### src/common/hrs_map.svh
// constants for the hardware return stack: pointer values, status bit positions, reset values
`ifndef HRS_MAP_SVH
`define HRS_MAP_SVH

`define HRS_PTR_RESET 4'h0
`define HRS_PTR_TOP 4'hf
`define HRS_PC_RESET 16'h0000
`define HRS_LATCH_RESET 8'h00
`define HRS_STAT_ADDR 8'h06
`define HRS_STAT_FLAG_BIT 5
`define HRS_STAT_GLINT_BIT 4
`define HRS_STAT_TO_BIT 3
`define HRS_STAT_PD_BIT 2
`define HRS_GLINT_RESET 1'b1
`define HRS_STAT_RESET 8'h00

`endif

### src/common/hrs_pkg.sv
// types shared by the hardware return stack and its storage
package hrs_pkg;

    // what the sequencer is doing this cycle, as seen by the stack
    typedef enum logic [2:0] {
        HRS_OP_NONE,
        HRS_OP_CALL,
        HRS_OP_INT_ACK,
        HRS_OP_RETURN,
        HRS_OP_RETURN_WITH_LITERAL,
        HRS_OP_RETURN_FROM_INTERRUPT
    } hrs_op_type;

    // one request from the sequencer: the operation and the pc to save
    typedef struct packed {
        hrs_op_type op;
        logic [15:0] pc;
    } hrs_req_type;

    // answer to a pop: pc to load into the full program counter
    typedef struct packed {
        logic valid;
        logic [15:0] pc;
    } hrs_resp_type;

    // data bus write toward the unbanked status register
    typedef struct packed {
        logic wr;
        logic [7:0] addr;
        logic [7:0] wdata;
    } hrs_dbus_type;

    typedef enum logic [1:0] {
        HRS_ST_AVAILABLE,
        HRS_ST_FULL,
        HRS_ST_LOCKED
    } hrs_state_type;

endpackage

### src/rtl/hrs_return_stack.sv
// hardware return-address stack with its stack space flag and status register view
`timescale 1ns/1ps
`include "hrs_map.svh"

// What this block does
// - The stack holds sixteen sixteen-bit program counter values.
// - The storage and its pointer are private: no port reads or writes the pointer or the array.
// - A call or an acknowledged interrupt pushes the current program counter.
// - A plain return, a return with literal or a return from interrupt pops the stack.
// - Push and pop never touch the pc high holding latch, which keeps its value.
// - The pointer wraps around sixteen positions and is zero after reset.
// - Reset sets the stack space flag to one.
// - The flag clears whenever the pointer reaches fifteen.
// - A push that wraps the pointer from fifteen to zero locks the flag clear until reset.
// - There is no separate underflow flag; underflow leaves the pointer at the top and the flag shows it.
// - A pop before any push after reset clears the flag so the stack looks full.
// - A push right after that early pop locks the flag clear until reset.
// - Pushes beyond sixteen overwrite the oldest entries in order.
// - Pushes and pops happen only as side effects of calls, returns and interrupt vectoring.
// - The flag reads as bit five of the status register at address 06h and writes do not change it.
// - Writes to the status register leave the flag and both power status bits unchanged.
module hrs_return_stack
    import hrs_pkg::*;
#(
    parameter int DEPTH = 16,
    parameter int PC_WIDTH = 16
) (
    input wire logic i_clk,
    input wire logic i_sys_rst,
    input wire hrs_req_type i_req,
    input wire hrs_dbus_type i_dbus,
    input wire logic i_latch_wr,
    input wire logic [7:0] i_latch_wdata,
    input wire logic i_timeout_n,
    input wire logic i_power_down_n,
    output hrs_resp_type o_pop,
    output logic o_stack_space_flag,
    output logic [7:0] o_cpu_status_register,
    output logic o_global_int_disable,
    output logic [7:0] o_pc_high_holding_latch
);

    localparam int AW = $clog2(DEPTH);

    ////////////////////////////////////////////////////////////////////////////////
    // request decoding

    function automatic logic op_is_push(input hrs_op_type op);
        op_is_push = (op == HRS_OP_CALL) || (op == HRS_OP_INT_ACK);
    endfunction

    function automatic logic op_is_pop(input hrs_op_type op);
        op_is_pop = (op == HRS_OP_RETURN) || (op == HRS_OP_RETURN_WITH_LITERAL) ||
                    (op == HRS_OP_RETURN_FROM_INTERRUPT);
    endfunction

    logic push;
    logic pop;

    // the sequencer never issues both; if it did, the push wins so no return address is lost
    assign push = op_is_push(i_req.op);
    assign pop = op_is_pop(i_req.op) && !push;

    ////////////////////////////////////////////////////////////////////////////////
    // pointer and storage

    logic [AW-1:0] ptr;
    logic [AW-1:0] next_ptr;
    logic [AW-1:0] top_idx;
    logic [PC_WIDTH-1:0] rd_data;

    // ptr names the next free slot; the newest entry sits one below it
    assign top_idx = ptr - AW'(1);

    always_comb begin
        next_ptr = ptr;
        if (push) begin
            next_ptr = ptr + AW'(1);
        end else if (pop) begin
            next_ptr = ptr - AW'(1);
        end
    end

    always_ff @(posedge i_clk or posedge i_sys_rst) begin
        if (i_sys_rst) begin
            ptr <= AW'(`HRS_PTR_RESET);
        end else begin
            ptr <= next_ptr;
        end
    end

    // writing at the wrapped pointer overwrites the oldest entry once sixteen are held
    hrs_stack_mem #(
        .DEPTH(DEPTH),
        .WIDTH(PC_WIDTH),
        .AW(AW)
    ) u_mem (
        .i_clk(i_clk),
        .i_wr(push),
        .i_waddr(ptr),
        .i_wdata(i_req.pc),
        .i_raddr(top_idx),
        .o_rdata(rd_data)
    );

    ////////////////////////////////////////////////////////////////////////////////
    // pop answer, registered so the sequencer sees a steady value

    hrs_resp_type pop_resp;
    hrs_resp_type next_pop_resp;

    always_comb begin
        next_pop_resp.valid = pop;
        next_pop_resp.pc = pop_resp.pc;
        if (pop) begin
            next_pop_resp.pc = rd_data;
        end
    end

    always_ff @(posedge i_clk or posedge i_sys_rst) begin
        if (i_sys_rst) begin
            pop_resp <= '0;
        end else begin
            pop_resp <= next_pop_resp;
        end
    end

    assign o_pop = pop_resp;

    ////////////////////////////////////////////////////////////////////////////////
    // stack space flag

    hrs_state_type state;
    hrs_state_type next_state;

    always_comb begin
        next_state = state;
        unique case (state)
            HRS_ST_LOCKED: begin
                next_state = HRS_ST_LOCKED;
            end
            HRS_ST_AVAILABLE, HRS_ST_FULL: begin
                if (push && (ptr == AW'(`HRS_PTR_TOP))) begin
                    // overflow, or a push right after an early pop, both wrap top to zero
                    next_state = HRS_ST_LOCKED;
                end else if (next_ptr == AW'(`HRS_PTR_TOP)) begin
                    // also covers the pop from zero before any push
                    next_state = HRS_ST_FULL;
                end else begin
                    next_state = HRS_ST_AVAILABLE;
                end
            end
        endcase
    end

    always_ff @(posedge i_clk or posedge i_sys_rst) begin
        if (i_sys_rst) begin
            state <= HRS_ST_AVAILABLE;
        end else begin
            state <= next_state;
        end
    end

    assign o_stack_space_flag = (state == HRS_ST_AVAILABLE);

    ////////////////////////////////////////////////////////////////////////////////
    // status register and pc high holding latch

    logic glint_disable;
    logic next_glint_disable;
    logic [7:0] pc_high_holding_latch;
    logic [7:0] next_pc_high_holding_latch;
    logic [7:0] status;
    logic [7:0] next_status;
    logic stat_hit;

    assign stat_hit = i_dbus.wr && (i_dbus.addr == `HRS_STAT_ADDR);

    always_comb begin
        next_glint_disable = glint_disable;
        // only the interrupt disable bit takes the write; flag and power bits ignore it
        if (stat_hit) begin
            next_glint_disable = i_dbus.wdata[`HRS_STAT_GLINT_BIT];
        end
        next_pc_high_holding_latch = pc_high_holding_latch;
        // only the core's own latch write moves it, never a push or a pop
        if (i_latch_wr) begin
            next_pc_high_holding_latch = i_latch_wdata;
        end
        next_status = `HRS_STAT_RESET;
        next_status[`HRS_STAT_FLAG_BIT] = (next_state == HRS_ST_AVAILABLE);
        next_status[`HRS_STAT_GLINT_BIT] = next_glint_disable;
        next_status[`HRS_STAT_TO_BIT] = i_timeout_n;
        next_status[`HRS_STAT_PD_BIT] = i_power_down_n;
    end

    always_ff @(posedge i_clk or posedge i_sys_rst) begin
        if (i_sys_rst) begin
            glint_disable <= `HRS_GLINT_RESET;
            pc_high_holding_latch <= `HRS_LATCH_RESET;
            status <= `HRS_STAT_RESET;
        end else begin
            glint_disable <= next_glint_disable;
            pc_high_holding_latch <= next_pc_high_holding_latch;
            status <= next_status;
        end
    end

    // status shows one cycle late for the power bits; the reset image has them clear
    assign o_cpu_status_register = status;
    assign o_global_int_disable = glint_disable;
    assign o_pc_high_holding_latch = pc_high_holding_latch;

endmodule

### src/rtl/hrs_stack_mem.sv
// storage array of the return stack, one write port and one combinational read port
`timescale 1ns/1ps
module hrs_stack_mem
    import hrs_pkg::*;
#(
    parameter int DEPTH = 16,
    parameter int WIDTH = 16,
    parameter int AW = 4
) (
    input wire logic i_clk,
    input wire logic i_wr,
    input wire logic [AW-1:0] i_waddr,
    input wire logic [WIDTH-1:0] i_wdata,
    input wire logic [AW-1:0] i_raddr,
    output logic [WIDTH-1:0] o_rdata
);

    // no reset on the array: entries are only meaningful after a push
    logic [WIDTH-1:0] entry [DEPTH];

    always_ff @(posedge i_clk) begin
        if (i_wr) begin
            entry[i_waddr] <= i_wdata;
        end
    end

    assign o_rdata = entry[i_raddr];

endmodule

### config.mk
export PLATFORM = sky130hd
export DESIGN_NAME = hrs_return_stack
export DESIGN_NICKNAME = d
export VERILOG_FILES = /design/src/common/hrs_pkg.sv /design/src/rtl/hrs_return_stack.sv /design/src/rtl/hrs_stack_mem.sv
export VERILOG_INCLUDE_DIRS = /design/src /design/src/common
export SDC_FILE = /design/constraint.sdc
export NUM_CORES = 1
export LEC_CHECK = 0
export BUFFER_PORTS_ARGS = -buffer_cell sky130_fd_sc_hd__buf_2
export CAP_MARGIN = 20
export CORE_ASPECT_RATIO = 0.9
export CORE_UTILIZATION = 55
export DETAILED_ROUTE_END_ITERATION = 8
export HOLD_SLACK_MARGIN = 0.06
export PLACE_DENSITY_LB_ADDON = 0.2
export REMOVE_ABC_BUFFERS = 1
export SYNTH_ARGS = -nofsm -noshare
export SYNTH_HDL_FRONTEND = slang
export SYNTH_SLANG_ARGS = --single-unit
### constraint.sdc
create_clock -name i_clk -period 4.9 [get_ports i_clk]
set_clock_uncertainty 0.1 [all_clocks]
set_input_delay 0.245 -clock i_clk [delete_from_list [all_inputs] [get_ports i_clk]]
set_output_delay 0.245 -clock i_clk [all_outputs]
set_load 0.01 [all_outputs]
==> reports/qor.txt <==
P per Cell Area - 578 mW/mm2
Crit path arrival time - 3.79 ns
Syn avg cell area - 20.5 um2
Fmax - 288 MHz
Root buffer cell - clkbuf_16
Hold Vio Cnt, Final - 0
Synth warn - 0
Max Buffers Root-to-Sink - 3
Mean routed wirelength per cell - 24.6 um
VDD IR max - 0.469 mV
Top post-synthesis cells by area - edfxtp_1 (68%), mux4_2 (13%), dfrtp_1 (7.7%)
First-pass GRT wire length - 35,800 um
Kind of end point of the critical path - register
Placeable Area - 0.0201 mm2
Vias in the first global route - 5,973
Vias per cell - 5.98
Synth unique cells - 43
Worst path depth - 7
CP Max Fanout - 34
CTS buffer count - 29
CTS tree - done
H-tree depth - 1
Critical path class - register to register
CTS Sinks - 292
HP Class - input port to register
Status - completed
Drt pass-1 iters - 4
DR vias - 5,771
Yosys top cell by area - edfxtp_1
All-Layer GR Usage - 0.231
Top Family by Delay on Critical Path - XOR/XNOR gates
Hold Slack - 0.0968 ns
I/O Pins - 84
R2R setup slack - 1.43 ns
Antenna-violating nets left - 0
Die W - 154 um
Diode count - 0
Pleak - 0.00462 uW
RSZ-0062 raised after global routing - false
Post-Route WL - 23,700 um
R2R depth - 7
Seq/Total Area, Yosys - 0.755
Pin count of the biggest net entering global routing - 65
Final Max Tran Viols - 0
Critical Path Start - ptr[0]$_DFF_PP0_
Fillers - 1,273
Area share of the largest cell type after synthesis - 0.676
Final Power - 7780 uW
Commonest non-fill, non-tap cell in the layout - edfxtp_1
Worst path max stage delay - 0.87 ns
Crit path time final - 3.47 ns
Final Setup Violations - 0
Worst path cell trace - inv_1 -> ha_1 -> xor2_4 -> buf_4 -> mux2i_1 -> a32oi_1 -> o21a_1
CP bufs+invs - 2
Critical-path top delay cell - xor2_4
CP required - 5.22 ns
Nets@finish - 743
CTS hold repair buffers - 39
Num rows - 49
Share of cells above drive strength 1 - 0.330
# resized after CTS - 0
Final period util - 0.708
Drt drc - 0
Grt total ovfl - 0
Area Overhead vs Synth - 18.4%
Post-synthesis cell count - 556
Flops & latches, synth - 292
Later-pin clock latency in the skew report - 0.55 ns
Detail Placement HPWL - 13,100 um
Critical Path End - o_pop[6]$_DFFE_PP0P_
Crit Reg-Reg Startpoint - ptr[0]$_DFF_PP0_
Reg2reg end - o_pop[6]$_DFFE_PP0P_
Slew headroom - 0.301
Initial antenna violation count - 0
Setup Buffers After CTS - 0
Slew of the pin with the lowest slew margin - 1.05 ns
Die area - 0.0213 mm2
Die Y - 138 um
Port buffer count - 72
Hold wc startpoint - i_req[17]
Clk pin slew, worst setup/hold paths - 0.06 ns
Most frequent cells in the layout - edfxtp_1 (256), buf_2 (72), mux4_2 (64)
Initial Util - 0.566
Gp weighted congestion - 0.780
Startpoint types - register
Synthesized cell area - 0.0114 mm2
Max_cap viols - 0
DRT iter0 DRCs - 468
-- state kept, by name, indices dropped and copies added (netlist names) --
name,cells
o_pc_high_holding_latch,8
u_mem.entry,256
o_global_int_disable,1
o_cpu_status_register,4
state,2
o_pop,17
ptr,4
-- logic make-up after synthesis --
family                     after synthesis  share of synthesized area
other                                    1                   0.000330
AOI/OAI and AO/OA                       47                     0.0317
and+or+nand+nor                         76                     0.0306
adders and majority gates                5                    0.00550
xor gates and xnor gates                 8                    0.00748
muxes                                   89                      0.150
buffers and inverters                   38                     0.0200
DFF                                    292                      0.755
-- tightest hold or removal path: stages --
cell,delay (ns)
buf_2,0.19
a21oi_1,0.12
xnor2_1,0.12
-- cell usage after synthesis, drive strengths merged --
| library cell | n |
|---|---|
| edfxtp | 256 |
| inv | 4 |
| buf | 27 |
| o21a | 16 |
| mux2i | 16 |
| nor2 | 18 |
| nor3 | 5 |
| nand4 | 1 |
| nand4b | 1 |
| nand2b | 3 |
| and3b | 1 |
| o31ai | 2 |
| nor2b | 2 |
| a21oi | 4 |
| nor4b | 1 |
| conb | 1 |
| nor3b | 1 |
| nand3b | 1 |
| o311a | 1 |
| a31oi | 1 |
| dfrtp | 35 |
| mux4 | 64 |
| and2 | 1 |
| o21ai | 6 |
| ha | 5 |
| xor2 | 4 |
| or2 | 2 |
| clkbuf | 7 |
| mux2 | 9 |
| xnor2 | 4 |
| a32oi | 16 |
| and4b | 1 |
| nand2 | 38 |
| a211oi | 1 |
| dfstp | 1 |
-- worst min-delay path by stage --
stage                     cells after the start  slack [ns]                                 end
final                                         3         0.1                    ptr[0]$_DFF_PP0_
after CTS                                     3        0.07                    ptr[0]$_DFF_PP0_
after floorplan                               0        0.18  o_cpu_status_register[2]$_DFF_PP0_
after global placement                        2        0.18  o_cpu_status_register[3]$_DFF_PP0_
after global routing                          3        0.12                    ptr[0]$_DFF_PP0_
after detailed placement                      2        0.20  o_cpu_status_register[3]$_DFF_PP0_
-- final cells by class --
class / instances / area [um2] / share of cell area
flip-flops and latches: 292 / 8590 / 0.638
multi-input cells: 229 / 2640 / 0.196
repair buffers: 133 / 932 / 0.0692
clock buffers: 35 / 758 / 0.0563
well taps: 255 / 319 / 0.0237
clock inverters: 17 / 214 / 0.0159
inverters: 4 / 15.0 / 0.00111
-- per-stage QoR --
stage	instances	area (um2)	util	TNS [ns]	worst slack, ns
4_1_cts	964	13500	0.669	0	1.40
3_5_place_dp	873	12100	0.601	0	1.42
3_3_place_gp	873	12100	0.601	0	1.49
2_1_floorplan	525	11200	-	-18.51	-1.01
6_report	965	13500	0.670	0	1.43
5_1_grt	965	13500	0.670	0	1.26
-- power by group --
part           switching [uW]  total, uW  leakage [uW]  internal [uW]
Combinational            1240       2400       0.00143           1160
Sequential                203       3130       0.00272           2930
Clock                     892       2250      0.000472           1360
Total                    2330       7780       0.00462           5450
-- per-layer routing --
metal	global-route usage	vias up	wire [um]
met4	0.0563	0	407
met3	0.0370	30	1390
li1	-	2518	-
met1	0.333	3006	10400
met2	0.376	217	11500
met5	0	-	0
No activity file was read; power rests on OpenSTA's default activity.
